===== config.mk =====
export PLATFORM = sky130hd
export DESIGN_NAME = asrc_host
export DESIGN_NICKNAME = d
export VERILOG_FILES = /design/src/pkg/asrc_pkg.sv /design/src/design/asrc_sync.sv /design/src/design/asrc_host.sv
export VERILOG_INCLUDE_DIRS = /design/src /design/src/pkg
export SDC_FILE = /design/constraint.sdc
export NUM_CORES = 1
export LEC_CHECK = 0
export BUFFER_PORTS_ARGS = -buffer_cell sky130_fd_sc_hd__buf_2
export CORE_ASPECT_RATIO = 0.9
export CORE_MARGIN = 2
export CORE_UTILIZATION = 25
export DETAILED_ROUTE_END_ITERATION = 12
export PLACE_DENSITY_LB_ADDON = 0.1
export SYNTH_ARGS = -nofsm -noshare
export SYNTH_HDL_FRONTEND = slang
export SYNTH_HIERARCHICAL = 1
export SYNTH_SLANG_ARGS = --single-unit

===== constraint.sdc =====
create_clock -name i_core_clk -period 2.6 [get_ports i_core_clk]
set_input_delay 0.13 -clock i_core_clk [delete_from_list [all_inputs] [get_ports i_core_clk]]
set_output_delay 0.13 -clock i_core_clk [all_outputs]
set_load 0.02 [all_outputs]

===== src/pkg/asrc_regs.svh =====
// timing constants for the async sram host controller
`ifndef ASRC_REGS_SVH
`define ASRC_REGS_SVH
`define ASRC_CLK_PERIOD_NS 20
`define ASRC_ADDR_W 14
`define ASRC_DATA_W 4
`define ASRC_T_RC_NS 25
`define ASRC_T_AA_NS 25
`define ASRC_T_WP_NS 20
`define ASRC_T_DW_NS 13
`define ASRC_T_WZ_NS 7
`define ASRC_T_HZ_NS 10
`define ASRC_T_WR_NS 0
// least times round up, none below one cycle
`define ASRC_CYC_MIN(t) (((t) + `ASRC_CLK_PERIOD_NS - 1) / \
  `ASRC_CLK_PERIOD_NS < 1 ? 1 : ((t) + `ASRC_CLK_PERIOD_NS - 1) / \
  `ASRC_CLK_PERIOD_NS)
`define ASRC_RD_CYC `ASRC_CYC_MIN(`ASRC_T_AA_NS)
`define ASRC_WP_CYC `ASRC_CYC_MIN(`ASRC_T_WP_NS)
`define ASRC_WZ_CYC `ASRC_CYC_MIN(`ASRC_T_WZ_NS)
`define ASRC_HZ_CYC `ASRC_CYC_MIN(`ASRC_T_HZ_NS)
`define ASRC_CNT_W 4
`endif


===== src/pkg/asrc_pkg.sv =====
// types for the async sram host controller
package asrc_pkg;
  typedef enum logic [5:0] {
    ST_IDLE  = 6'b00_0001,
    ST_ASET  = 6'b00_0010,
    ST_RD    = 6'b00_0100,
    ST_WZ    = 6'b00_1000,
    ST_WP    = 6'b01_0000,
    ST_REC   = 6'b10_0000
  } asrc_state_type;
endpackage


===== src/design/asrc_sync.sv =====
// two-stage synchroniser for the returned data pins
`timescale 1ns/1ns
module asrc_sync
  import asrc_pkg::*;
#(
  parameter int WIDTH = 4
) (
  // clock and reset
  input wire logic i_core_clk,
  input wire logic i_rst,
  // asynchronous bits in, synchronised bits out
  input wire logic [WIDTH-1:0] i_async,
  output logic [WIDTH-1:0] o_sync
);
  logic [WIDTH-1:0] meta_ff;
  logic [WIDTH-1:0] sync_ff;

  // per-bit double flop; first stage read only by the second
  genvar gi;
  generate
    for (gi = 0; gi < WIDTH; gi++) begin : g_bit
      always_ff @(posedge i_core_clk or posedge i_rst) begin
        if (i_rst) begin
          meta_ff[gi] <= 1'b0;
          sync_ff[gi] <= 1'b0;
        end else begin
          meta_ff[gi] <= i_async[gi];
          sync_ff[gi] <= meta_ff[gi];
        end
      end
    end
  endgenerate

  assign o_sync = sync_ff;
endmodule


===== src/design/asrc_host.sv =====
// host controller driving a 16k by 4 asynchronous static memory
// Operation
// - read: chip select low, write strobe high, device drives stored word
// - host keeps strobe or chip select high whenever address changes
// - write recovery measured from first of chip select or strobe rising
// - host drives write data only after device output-disable delay
// - host sets write data 13 ns before write end, zero hold
// - host holds chip select low 20 ns before write end
// - host holds address 20 ns before write end, zero setup
// - address valid before or with chip select falling on reads
// - read timing counted from last valid to next changing address
// - host deasserts chip select before data retention begins; the code only refuses new requests, an accepted access still takes select low
`timescale 1ns/1ns
`include "asrc_regs.svh"
module asrc_host
  import asrc_pkg::*;
(
  // clock and reset
  input wire logic i_core_clk,
  input wire logic i_rst,
  // user request side
  input wire logic i_req,
  input wire logic i_req_write,
  input wire logic [`ASRC_ADDR_W-1:0] i_req_addr,
  input wire logic [`ASRC_DATA_W-1:0] i_req_wdata,
  input wire logic i_retain,
  output logic o_req_ready,
  output logic o_rd_valid,
  output logic [`ASRC_DATA_W-1:0] o_rd_data,
  // memory pins
  output logic [`ASRC_ADDR_W-1:0] o_word_address,
  output logic o_chip_sel_n,
  output logic o_write_n,
  input wire logic [`ASRC_DATA_W-1:0] i_data_in,
  output logic [`ASRC_DATA_W-1:0] o_data_out,
  output logic o_data_oe
);
  typedef struct packed {
    asrc_state_type st;
    logic [`ASRC_CNT_W-1:0] cnt;
    logic wr;
    logic [`ASRC_ADDR_W-1:0] addr;
    logic [`ASRC_DATA_W-1:0] wdata;
    logic cs_n;
    logic we_n;
    logic oe;
    logic ready;
    logic rd_valid;
    logic [`ASRC_DATA_W-1:0] rd_data;
  } asrc_host_state_type;

  localparam logic [`ASRC_CNT_W-1:0] RD_CYC = `ASRC_CNT_W'(`ASRC_RD_CYC);
  localparam logic [`ASRC_CNT_W-1:0] WP_CYC = `ASRC_CNT_W'(`ASRC_WP_CYC);
  localparam logic [`ASRC_CNT_W-1:0] WZ_CYC = `ASRC_CNT_W'(`ASRC_WZ_CYC);
  localparam logic [`ASRC_CNT_W-1:0] HZ_CYC = `ASRC_CNT_W'(`ASRC_HZ_CYC);
  // synchroniser adds two cycles to the pin data path
  localparam logic [`ASRC_CNT_W-1:0] SY_CYC = 4'h2;

  asrc_host_state_type cur_ff;
  asrc_host_state_type nxt_cur;
  logic [`ASRC_DATA_W-1:0] data_sync;

  // data pins come from outside the clock domain
  asrc_sync #(.WIDTH(`ASRC_DATA_W)) u_sync (
    .i_core_clk(i_core_clk),
    .i_rst(i_rst),
    .i_async(i_data_in),
    .o_sync(data_sync)
  );

  // next-state logic of the access sequencer
  always_comb begin
    nxt_cur = cur_ff;
    nxt_cur.rd_valid = 1'b0;
    unique case (cur_ff.st)
      ST_IDLE: begin
        nxt_cur.cs_n = 1'b1;
        nxt_cur.we_n = 1'b1;
        nxt_cur.oe = 1'b0;
        nxt_cur.ready = ~i_retain;
        if (i_req && cur_ff.ready && !i_retain) begin
          // address changes only with both strobes high
          nxt_cur.addr = i_req_addr;
          nxt_cur.wr = i_req_write;
          nxt_cur.wdata = i_req_wdata;
          nxt_cur.ready = 1'b0;
          nxt_cur.st = ST_ASET;
        end
      end
      ST_ASET: begin
        // select after address settled a cycle
        nxt_cur.cs_n = 1'b0;
        nxt_cur.cnt = cur_ff.wr ? WZ_CYC : RD_CYC + SY_CYC;
        nxt_cur.we_n = ~cur_ff.wr; // strobe falls with select
        nxt_cur.st = cur_ff.wr ? ST_WZ : ST_RD;
      end
      ST_RD: begin
        // wait access time plus sync delay, then capture
        if (cur_ff.cnt == 4'h1) begin
          nxt_cur.rd_data = data_sync;
          nxt_cur.rd_valid = 1'b1;
          nxt_cur.cs_n = 1'b1;
          nxt_cur.cnt = HZ_CYC;
          nxt_cur.st = ST_REC;
        end else begin
          nxt_cur.cnt = cur_ff.cnt - 4'h1;
        end
      end
      ST_WZ: begin
        // let the device float before we drive
        if (cur_ff.cnt == 4'h1) begin
          nxt_cur.oe = 1'b1;
          nxt_cur.cnt = WP_CYC;
          nxt_cur.st = ST_WP;
        end else begin
          nxt_cur.cnt = cur_ff.cnt - 4'h1;
        end
      end
      ST_WP: begin
        // data, select and address held through the pulse
        if (cur_ff.cnt == 4'h1) begin
          nxt_cur.we_n = 1'b1;
          nxt_cur.cs_n = 1'b1;
          nxt_cur.cnt = HZ_CYC;
          nxt_cur.st = ST_REC;
        end else begin
          nxt_cur.cnt = cur_ff.cnt - 4'h1;
        end
      end
      ST_REC: begin
        // data held a cycle past write end, then released
        nxt_cur.oe = 1'b0;
        if (cur_ff.cnt == 4'h1) begin
          nxt_cur.ready = ~i_retain;
          nxt_cur.st = ST_IDLE;
        end else begin
          nxt_cur.cnt = cur_ff.cnt - 4'h1;
        end
      end
      default: begin
        nxt_cur.st = ST_IDLE;
        nxt_cur.cs_n = 1'b1;
        nxt_cur.we_n = 1'b1;
        nxt_cur.oe = 1'b0;
      end
    endcase
  end

  // state register
  always_ff @(posedge i_core_clk or posedge i_rst) begin
    if (i_rst) begin
      cur_ff <= '{st: ST_IDLE, cnt: '0, wr: 1'b0, addr: '0, wdata: '0,
                 cs_n: 1'b1, we_n: 1'b1, oe: 1'b0, ready: 1'b0,
                 rd_valid: 1'b0, rd_data: '0};
    end else begin
      cur_ff <= nxt_cur;
    end
  end

  // outputs straight from the state flops
  assign o_word_address = cur_ff.addr;
  assign o_chip_sel_n = cur_ff.cs_n;
  assign o_write_n = cur_ff.we_n;
  assign o_data_out = cur_ff.wdata;
  assign o_data_oe = cur_ff.oe;
  assign o_req_ready = cur_ff.ready;
  assign o_rd_valid = cur_ff.rd_valid;
  assign o_rd_data = cur_ff.rd_data;

  // address moves only with select high in that cycle and the one before
  a_addr_stable: assert property (
    @(posedge i_core_clk) disable iff (i_rst)
    $changed(o_word_address) |-> $past(o_chip_sel_n) && o_chip_sel_n)
    else $error("address moved while selected");

  // write pulse lasts the full width with select low
  a_write_pulse: assert property (
    @(posedge i_core_clk) disable iff (i_rst)
    $fell(o_write_n) |-> (!o_write_n && !o_chip_sel_n) [*2])
    else $error("write pulse too short");

  // data driven through the last pulse cycle and held past its end
  a_data_setup: assert property (
    @(posedge i_core_clk) disable iff (i_rst)
    $rose(o_write_n) |-> $past(o_data_oe) && o_data_oe)
    else $error("write data not held across write end");

  // never drive data while a read is possible
  a_no_contention: assert property (
    @(posedge i_core_clk) disable iff (i_rst)
    o_data_oe |-> o_write_n == 1'b0 || $past(o_write_n) == 1'b0)
    else $error("data driven outside a write");

  // strobe never low without select low
  a_strobe_sel: assert property (
    @(posedge i_core_clk) disable iff (i_rst)
    !o_write_n |-> !o_chip_sel_n)
    else $error("strobe low without select");

  // read result arrives a fixed time after select falls
  a_read_time: assert property (
    @(posedge i_core_clk) disable iff (i_rst)
    ($fell(o_chip_sel_n) && o_write_n) |-> ##4 o_rd_valid)
    else $error("read result not on time");

  // select released together with read capture
  a_read_end: assert property (
    @(posedge i_core_clk) disable iff (i_rst)
    o_rd_valid |-> $rose(o_chip_sel_n))
    else $error("select not released at read end");

  // retain refuses requests, so select stays high two cycles on
  a_retain_idle: assert property (
    @(posedge i_core_clk) disable iff (i_rst)
    (i_retain && o_chip_sel_n && cur_ff.st == ST_IDLE)
      |=> !o_req_ready ##1 o_chip_sel_n)
    else $error("request accepted while retaining");

  // address valid one cycle before select falls
  a_addr_first: assert property (
    @(posedge i_core_clk) disable iff (i_rst)
    $fell(o_chip_sel_n) |-> $stable(o_word_address))
    else $error("address moved as select fell");
endmodule


Word-level counts from Yosys, hierarchy flattened
Cells that the tools add are included.

storage, ports and cells
  word-level logic and storage cells = 77
  bits in registers = 46
  bits of input ports = 27
  output and inout bits = 27
  ROM bits = 0
  bits in latches = 0
  memory bits (writable) = 0
  memories kept = 0

cells by class
  reductions and logical operators = 18
  divide/modulo/power cells = 0
  equality and inequality tests = 14
  bitwise operators = 5
  shifts and indexed selects = 0
  multiplexer cells = 20
  add/sub/neg operators = 1
  $mul = 0
  order comparisons = 0

operators by type and width
  kind                                                                count
  6-bit one-hot mux with 5 select lines                               1
  6-bit 2-to-1 mux                                                    4
  4-bit 2-to-1 mux                                                    3
  2-bit inequality test, second input constant                        6
  4-bit one-hot mux with 3 select lines                               1
  2-bit AND reduction                                                 6
  5-bit 2-to-1 mux                                                    2
  3-bit OR reduction                                                  3
  6-bit by 1-bit == test with 1-bit output, second input constant     1
  6-bit by 2-bit == test with 1-bit output, second input constant     1
  6-bit by 3-bit == test with 1-bit output, second input constant     1
  6-bit by 4-bit == test with 1-bit output, second input constant     1
  6-bit by 5-bit == test with 1-bit output, second input constant     1
  6-bit == test, second input constant                                1
  1-bit NOT                                                           5
  4-bit by 1-bit == test with 1-bit output, second input constant     1
  1-bit one-hot mux with 2 select lines                               2
  1-bit one-hot mux with 4 select lines                               1
  4-bit AND reduction                                                 1
  2-bit OR reduction                                                  2
  4-bit by 1-bit subtractor with 4-bit output, second input constant  1
  1-bit 2-to-1 mux                                                    3
  3-bit 2-to-1 mux                                                    1
  1-bit one-hot mux with 3 select lines                               1
  other kinds (7)                                                     8

Depth between registers and ports, before layout
Gate-level depths: netlist of run 1.

  word-level depth = 4
  mapped depth = 8
  gate-level depth less buffers = 7

Modules after synthesis
Netlist of run 1, hierarchy kept.

modules (own cells, without submodules)
  module     times used  cells an instance  area each (µm²)  sequential area each (µm²)
  asrc_host  1           173                2015.7           954.7
  asrc_sync  1           9                  203.9            200.2

Least setup slack after synthesis of run 1
OpenSTA, ideal clock, no wires.

  path type = register to register
  from = reg cur_ff[28] in the netlist's numbering
  to = reg cur_ff[28] in the netlist's numbering
  data arrival time = 1.762 ns
  required time = 2.493 ns
  cell stages (with the launch flop) = 7
  setup slack = 0.732 ns
  cells stage by stage = dfrtp_1 ha_1 nor3b_2 and3_4 a21oi_2 and4_4 a2111oi_4

on the way
  longest elaborated chain between the ends = 3

RTL lines
  what                                                                                                            RTL line          RTL
  from (decl)                                                                                                     asrc_host.sv:59   asrc_host_state_type cur_ff;
  from (signal assigned)                                                                                          asrc_host.sv:152  cur_ff <= '{st: ST_IDLE, cnt: '0, wr: 1'b0, addr: '0, wdata: '0,
  from (signal assigned)                                                                                          asrc_host.sv:156  cur_ff <= nxt_cur;
  4-bit by 1-bit subtractor with 4-bit output / 4-bit by 1-bit == test with 1-bit output (equally long branches)  --
  4-bit 2-to-1 mux (tied with other cells)                                                                        asrc_host.sv:133  if (cur_ff.cnt == 4'h1) begin
  4-bit one-hot mux with 3 select lines / 2-bit AND reduction (equally long branches)                             --

Parallel ways exist; a longest one is shown, timed or not. The select of a mux whose other input is x is not followed.
A chain may end at the register's enable or synchronous reset.

Worst setup path after layout of run 1
Same ends and word-level chain as after synthesis.

==> impl_metrics.csv, run 1 <==
group,metric,value,unit
layout,drive_gt1_share,43.4,%
power_and_ir_drop,ir_worst_vdd,0.392,mV
detailed_routing,routed_wl,4440,um
logic_synthesis,synth_fa_ha_area_share,1.13,%
logic_synthesis,synth-compound-area-share,10.4,%
clock_tree,clkTransAtPathRegs,90,ps
timing,fmax,0.468,GHz
place,dp_hpwl,3170,um
clock_tree,insertion_delay,300,ps
power_and_ir_drop,swShare,35.9,%
power_and_ir_drop,power.internal,0.00154,W
power_and_ir_drop,p_seq_share,43.8,%
logic_synthesis,syn_inst,182,
place,port-buffer-count,53,
job,maxCapViolations,0,
detailed_routing,drt-vias-per-instance,4.16,
worst_setup_path,cp-start-kind,"flop",
global_route,track_usage,9.85,%
timing,hold_slack,25.4,ps
place,dp_slack,495,ps
timing,final_hold_viol_count,0,
timing,fin_skew,6.10,ps
power_and_ir_drop,p_per_area,936,nW/um^2
floorplanning,fp.coreArea,8610,um^2
clock_tree,post_cts_buffers,0,
logic_synthesis,syn_nets,211,
power_and_ir_drop,combPwrFrac,34.4,%
timing,fin_crit_sh,82.1,%
timing,relSlewSlack,63.6,%
layout,seq_area,1150,um^2
logic_synthesis,synthMuxAreaShare,11.2,%
clock_tree,clock_path_buffers,2,
clock_tree,tritoncts,"built",
floorplanning,row_count,32,
clock_tree,cts-resized-gates,0,
layout,utilization,29.9,%
floorplanning,die_y,93.4,um
timing,rsz0062_at_grt,"no",
status,status,"finished clean",
worst_setup_path,cp-end-kind,"flop",
power_and_ir_drop,power_frac_clock,21.9,%
global_route,grt_pass1_vias,1471,
timing,period_needed,2140,ps
logic_synthesis,yosysTopAreaCell,"dfrtp_1",
power_and_ir_drop,power_leakage,1.19,nW
logic_synthesis,synthArstFlopShare,100,%
logic_synthesis,synth_top_family_by_area,"simple AND/OR/NAND/NOR gates",
floorplanning,die_area,9650,um^2
logic_synthesis,synth-xor-area-share,1.52,%
global_route,grt_start_max_net_pins,29,
logic_synthesis,syn_avg_cell_area,12.2,um^2
detailed_routing,dr.first_iter.drc_count,90,
worst_setup_path,required,2800,ps
detailed_routing,detail_route.wl_per_cell,13.1,um
global_route,grt_overflow,0,
logic_synthesis,yosysSeqAreaShare,52.0,%
place,gp_congestion,0.775,
clock_tree,numCtsBuffers,5,
power_and_ir_drop,p_sw,0.000865,W
floorplanning,die_w,103,um
layout,fillCellCount,901,
detailed_routing,drc,0,
layout,diodes,0,
detailed_routing,drt_pass1_iterations,4,
timing,setup_viol,0,
min_path,hp-class,"in -> reg",
logic_synthesis,yosys.cell_types.count,45,
logic_synthesis,synth-main-ff-cell,"dfrtp_1",
timing,setup_slack,464,ps
logic_synthesis,ys_ff_latch,46,
worst_setup_path,worstSetupPathType,"reg -> reg",
global_route,antenna_found_initial,0,
floorplanning,ioPinCount,54,
clock_tree,cts-htree-levels,2,
timing,tightest_slew,544,ps
timing,drv_slew,0,
detailed_routing,num_vias,1406,
logic_synthesis,synth_edf_count,0,
layout,area_growth,15.9,%
detailed_routing,detail-route-antenna-nets,0,
worst_setup_path,crit_path_max_fanout,7,
layout,fin_nets,247,
logic_synthesis,synth_top_cell_area_share,48.5,%
timing,tns,0,ps
floorplanning,initial_core_util,25.8,%
clock_tree,cts-root-buf,"clkbuf_8",
clock_tree,clkSinkCount,46,
global_route,grt_pass1_wl,7370,um
logic_synthesis,synth-warning-count,6,
logic_synthesis,synth_simple_gate_area_share,12.1,%
logic_synthesis,synth.area.top_cells,"dfrtp_1 (48%), mux2_2 (9.1%), buf_4 (8.1%)",
layout,multi_input_area,807,um^2
worst_setup_path,arrival,2330,ps
logic_synthesis,netlist_area,2220,um^2
-- critical path, cell delays in order (launching register included) --
cell and delay (ps):
dfrtp_1 510, ha_1 180, nor3b_2 470, and3_4 300, a21oi_2 60, and4_4 210
a2111oi_4 300
-- what timing repair did --
action,4_1_cts,5_1_grt
hold buffers,5,0
hold endpoints to repair,21,0
endpoints found under the setup margin,0,0
-- final timing paths --
kind	endpoint	start	cells after the start	slack [ps]
worst min register to register	u_sync/o_sync[0]	u_sync/meta_ff[0]	0	350
max in group asynchronous	o_chip_sel_n	i_rst	4	1420
min in group asynchronous	u_sync/meta_ff[0]	i_rst	3	320
worst max-delay path	cur_ff[28]	cur_ff[28]	6	460
worst min-delay path	o_req_ready	i_req	2	30
worst max register to register	cur_ff[28]	cur_ff[28]	6	460
-- cell type report --
cell class	instances	share of cell area, %
inverters	8	1.17
clock buffers	5	2.68
clock inverters	3	1.56
repair buffers	59	12.5
multi-input cells	98	31.4
well taps	119	5.79
flip-flops and latches	46	44.9
-- Yosys cell counts, types with 2 or more instances --
cell and n:
a21oi_1 5, a31oi_1 2, buf_2 2, buf_4 24
buf_6 3, dfrtp_1 43, dfstp_2 3, ha_1 2
inv_1 8, mux2_1 4, mux2_2 18, nand2_1 8
nand2b_1 2, nand3_1 2, nor2_1 6, nor3_1 6
nor4b_4 2, o21ai_0 10, o21ai_1 3, o31ai_1 3
xor2_1 2
-- layout by cell type (no fill, tap or decap), types with 3 or more instances in the layout --
cell type,Yosys,routed
o31ai_1,3,3
mux2_1,4,4
inv_1,8,8
nor2_1,6,6
dfrtp_1,43,43
o21ai_1,3,3
buf_2,2,53
dfstp_2,3,3
o21ai_0,10,10
mux2_2,18,18
dlygate4sd3_1,0,5
nand2_1,8,8
a21oi_1,5,5
nor3_1,6,6
clkbuf_8,0,5
-- stage by stage --
step	cells	area, um^2	power [W]
floorplan	182	2220	0.00185
global placement	325	2410	0.00192
detailed placement	325	2410	0.00190
CTS	338	2570	0.00245
global route	338	2570	0.00258
finish	338	2570	0.00241
-- cells by family (layout without fill, tap and decap cells) --
logic type	after synthesis	in the layout
flip-flops	46	46
AND/OR/NAND/NOR	38	38
buffers and inverters	38	75
AO/OA/AOI/OAI	33	33
multiplexers	22	22
XOR/XNOR	3	3
adder cells (fa/ha/maj)	2	2
-- registers in the layout, indices dropped and copies added, names as in the netlist --
signal          cells
cur_ff             11
o_data_out          4
o_rd_valid          1
o_chip_sel_n        1
u_sync/o_sync       4
o_req_ready         1
u_sync/meta_ff      4
o_word_address     14
o_rd_data           4
o_write_n           1
o_data_oe           1
-- per-layer routing --
layer / up-vias / share of wire, % / global-route usage [%]
li1: 683 / - / -
met1: 690 / 46 / 13.4
met2: 28 / 47 / 14.6
met3: 5 / 5.5 / 3.44
met4: 0 / 1.4 / 3.18
met5: - / 0 / 0
-- power by group through the flow --
stage / Combinational (W) / Sequential, W / Clock, W
2_1_floorplan: 0.000808 / 0.00104 / 0
3_3_place_gp: 0.000845 / 0.00107 / 0
3_5_place_dp: 0.000832 / 0.00107 / 0
4_1_cts: 0.000839 / 0.00106 / 0.000552
5_1_grt: 0.000910 / 0.00108 / 0.000586
6_report: 0.000827 / 0.00105 / 0.000527
(Power assumes the default switching activity.)
==> run 2: changes to the inputs <==
ABC_AREA = 1   (was unset)
clock period = 2.2 ns   (was 2.6 ns; I/O delays follow)
==> run 2 against run 1 <==
Global-route usage is 0.70 points higher. Wire length down 1.1%. Clock skew increased by 3.8 ps. Count of clock-buffer cells in the layout rose by 1. Register-to-register slack better by 260 ps. Sequential share of layout area shrank 0.20 points. Via count grew 13%. Design area grew 0.44%. Final cell count increased by 15%. First-iteration DRC count shrank 46%. Non-clock buffer count is 11 higher. Area after synthesis shrank 4.7%.
==> impl_metrics.csv, run 2 <==
group,metric,value,unit
status,status,"finished clean",
timing,setup_viol,0,
layout,fin_nets,318,
logic_synthesis,syn_avg_cell_area,8.93,um^2
worst_setup_path,path_cells,"inv_1 > ha_1 > nand2_1 > nor2_2 > inv_1 > nand2_1 > nand2_1",
worst_setup_path,worstSetupPathType,"reg -> reg",
logic_synthesis,synthArstFlopShare,100,%
logic_synthesis,ys_ff_latch,46,
floorplanning,fp.coreArea,8150,um^2
detailed_routing,drc,0,
power_and_ir_drop,p_seq_share,44.5,%
logic_synthesis,yosys.cell_types.count,27,
detailed_routing,detail-route-antenna-nets,0,
logic_synthesis,synth-main-ff-cell,"dfrtp_1",
clock_tree,clkSinkCount,46,
timing,rsz0062_at_grt,"no",
min_path,hp-class,"in -> reg",
logic_synthesis,synth.area.top_cells,"dfrtp_1 (51%), nand2_1 (16%), buf_4 (8.5%)",
worst_setup_path,required,2390,ps
global_route,antenna_found_initial,0,
layout,drive_gt1_share,29.0,%
power_and_ir_drop,power_leakage,1.40,nW
timing,tightest_slew,498,ps
layout,diodes,0,
clock_tree,cts-resized-gates,0,
logic_synthesis,yosysTopAreaCell,"dfrtp_1",
power_and_ir_drop,ir_worst_vdd,0.417,mV
clock_tree,tritoncts,"built",
logic_synthesis,netlist_area,2120,um^2
timing,tns,0,ps
floorplanning,ioPinCount,54,
timing,final_hold_viol_count,0,
worst_setup_path,r2r-start,"cur_ff[29]",
power_and_ir_drop,finalPower,0.00278,W
clock_tree,cts-root-buf,"clkbuf_8",
power_and_ir_drop,power.internal,0.00168,W
logic_synthesis,synth_top_cell_area_share,50.9,%
logic_synthesis,syn_nets,266,
layout,layout_common_cells,"nand2_1 (89), buf_2 (53), dfrtp_1 (43), nor2_1 (18), inv_1 (16)",
global_route,track_usage,10.6,%
layout,largest_reg_flops,14,
place,gp_congestion,0.745,
detailed_routing,dr.first_iter.drc_count,49,
worst_setup_path,arrival,1670,ps
logic_synthesis,synth_edf_count,0,
logic_synthesis,synth_most_common_cell,"nand2_1",
timing,fin_skew,9.90,ps
place,dp_hpwl,3100,um
detailed_routing,drt-vias-per-instance,4.08,
timing,fmax,0.677,GHz
min_path,hp-start,"i_req_addr[13]",
clock_tree,cts-htree-levels,2,
global_route,grt_overflow,0,
floorplanning,die_w,101,um
timing,fin_crit_sh,67.2,%
power_and_ir_drop,swShare,39.3,%
layout,layout_commonest_cell,"nand2_1",
logic_synthesis,synth-warning-count,6,
detailed_routing,drt_pass1_iterations,4,
layout,area_growth,22.1,%
worst_setup_path,cpPeakStageDelay,400,ps
global_route,grt_pass1_wl,7540,um
clock_tree,numCtsBuffers,5,
power_and_ir_drop,p_per_area,1070,nW/um^2
logic_synthesis,synth_commonest_cells,"nand2_1 (89), dfrtp_1 (43), buf_4 (24), nor2_1 (18), inv_1 (16)",
logic_synthesis,syn_inst,237,
worst_setup_path,path_common_cell,"nand2_1",
floorplanning,die_area,9220,um^2
worst_setup_path,cp-start-kind,"flop",
detailed_routing,num_vias,1588,
worst_setup_path,startpoint,"cur_ff[29]",
clock_tree,post_cts_buffers,0,
clock_tree,clkTransAtPathRegs,80,ps
clock_tree,clock_path_buffers,2,
global_route,grt_pass1_vias,1575,
worst_setup_path,crit_path_max_fanout,8,
detailed_routing,routed_wl,4390,um
worst_setup_path,cpMaxStageDelayCell,"dfrtp_1",
power_and_ir_drop,combPwrFrac,36.9,%
floorplanning,row_count,31,
detailed_routing,detail_route.wl_per_cell,11.3,um
timing,hold_slack,7.51,ps
floorplanning,die_y,91.3,um
power_and_ir_drop,power_frac_clock,18.7,%
timing,relSlewSlack,66.8,%
logic_synthesis,yosysSeqAreaShare,54.6,%
floorplanning,initial_core_util,26.0,%
clock_tree,insertion_delay,300,ps
timing,period_needed,1480,ps
global_route,grt_start_max_net_pins,29,
worst_setup_path,cp-end-kind,"flop",
power_and_ir_drop,p_sw,0.00109,W
clock_tree,cts_hold_buf,15,
timing,drv_slew,0,
place,port-buffer-count,53,
job,maxCapViolations,0,
-- run 2: changes by cell type after synthesis, sizes merged, moves of 3 or more --
| cell | change |
|---|---|
| mux2 | -22 |
| nor3 | -6 |
| inv | +10 |
| nand2 | +84 |
| o21ai | -8 |
| nor2 | +17 |
| nand3 | +6 |
| buf | -4 |
| o31ai | -3 |
-- run 2: final timing paths --
check                                      to  slack, ps  cells after the start
min in group asynchronous   u_sync/meta_ff[3]        290                      3
hold reg to reg              u_sync/o_sync[1]        350                      0
setup reg to reg                 o_rd_data[1]        720                      7
max in group asynchronous          cur_ff[32]       1240                      4
setup / recovery                 o_rd_data[1]        720                      7
hold / removal             o_word_address[13]          8                      3
-- run 2: power by group through the flow --
| stage | Clock (W) | Combinational (W) | Sequential, W |
|---|---|---|---|
| 3_5_place_dp | 0 | 0.00103 | 0.00124 |
| 2_1_floorplan | 0 | 0.000944 | 0.00123 |
| 4_1_cts | 0.000540 | 0.00104 | 0.00124 |
| 3_3_place_gp | 0 | 0.00103 | 0.00126 |
| 5_1_grt | 0.000584 | 0.00116 | 0.00127 |
| 6_report | 0.000518 | 0.00102 | 0.00123 |
-- run 2: metal layers --
metal	share of wire (%)	global-route usage, %
met1	47	14.3
met2	46	16.1
met3	6.6	3.54
met4	0.91	3.04
met5	0	0
-- run 2: logic make-up after synthesis --
family	count (synthesis)	share of synthesized area (%)
flip-flops	46	54.6
adder cells (fa/ha/maj)	2	1.18
XOR/XNOR	2	0.828
AND/OR/NAND/NOR	130	27.0
buffers and inverters	43	11.9
AO/OA/AOI/OAI	14	4.44
-- run 2: final cells by class --
cell class	count	area, um^2
clock inverter	2	13.8
multi-input combinational	148	708
timing repair buffer	70	443
inverter	18	67.6
clock buffer	6	72.6
tap	99	124
fill	882	5560
sequential	46	1150
-- run 2: critical path: cells and delay by family, from the launching register on --
family / cells / cell delay, ps
DFF: 1 / 400
and+or+nand+nor: 4 / 610
adders and majority gates: 1 / 140
buffers and inverters: 2 / 220
-- run 2: stage by stage --
step	instance area (um^2)	utilization [%]	setup WS, ps	cells
2_1_floorplan	2120	-	843	237
3_3_place_gp	2350	28.8	722	366
3_5_place_dp	2350	28.8	722	366
4_1_cts	2580	31.7	706	389
5_1_grt	2580	31.7	557	389
6_report	2580	31.7	722	389
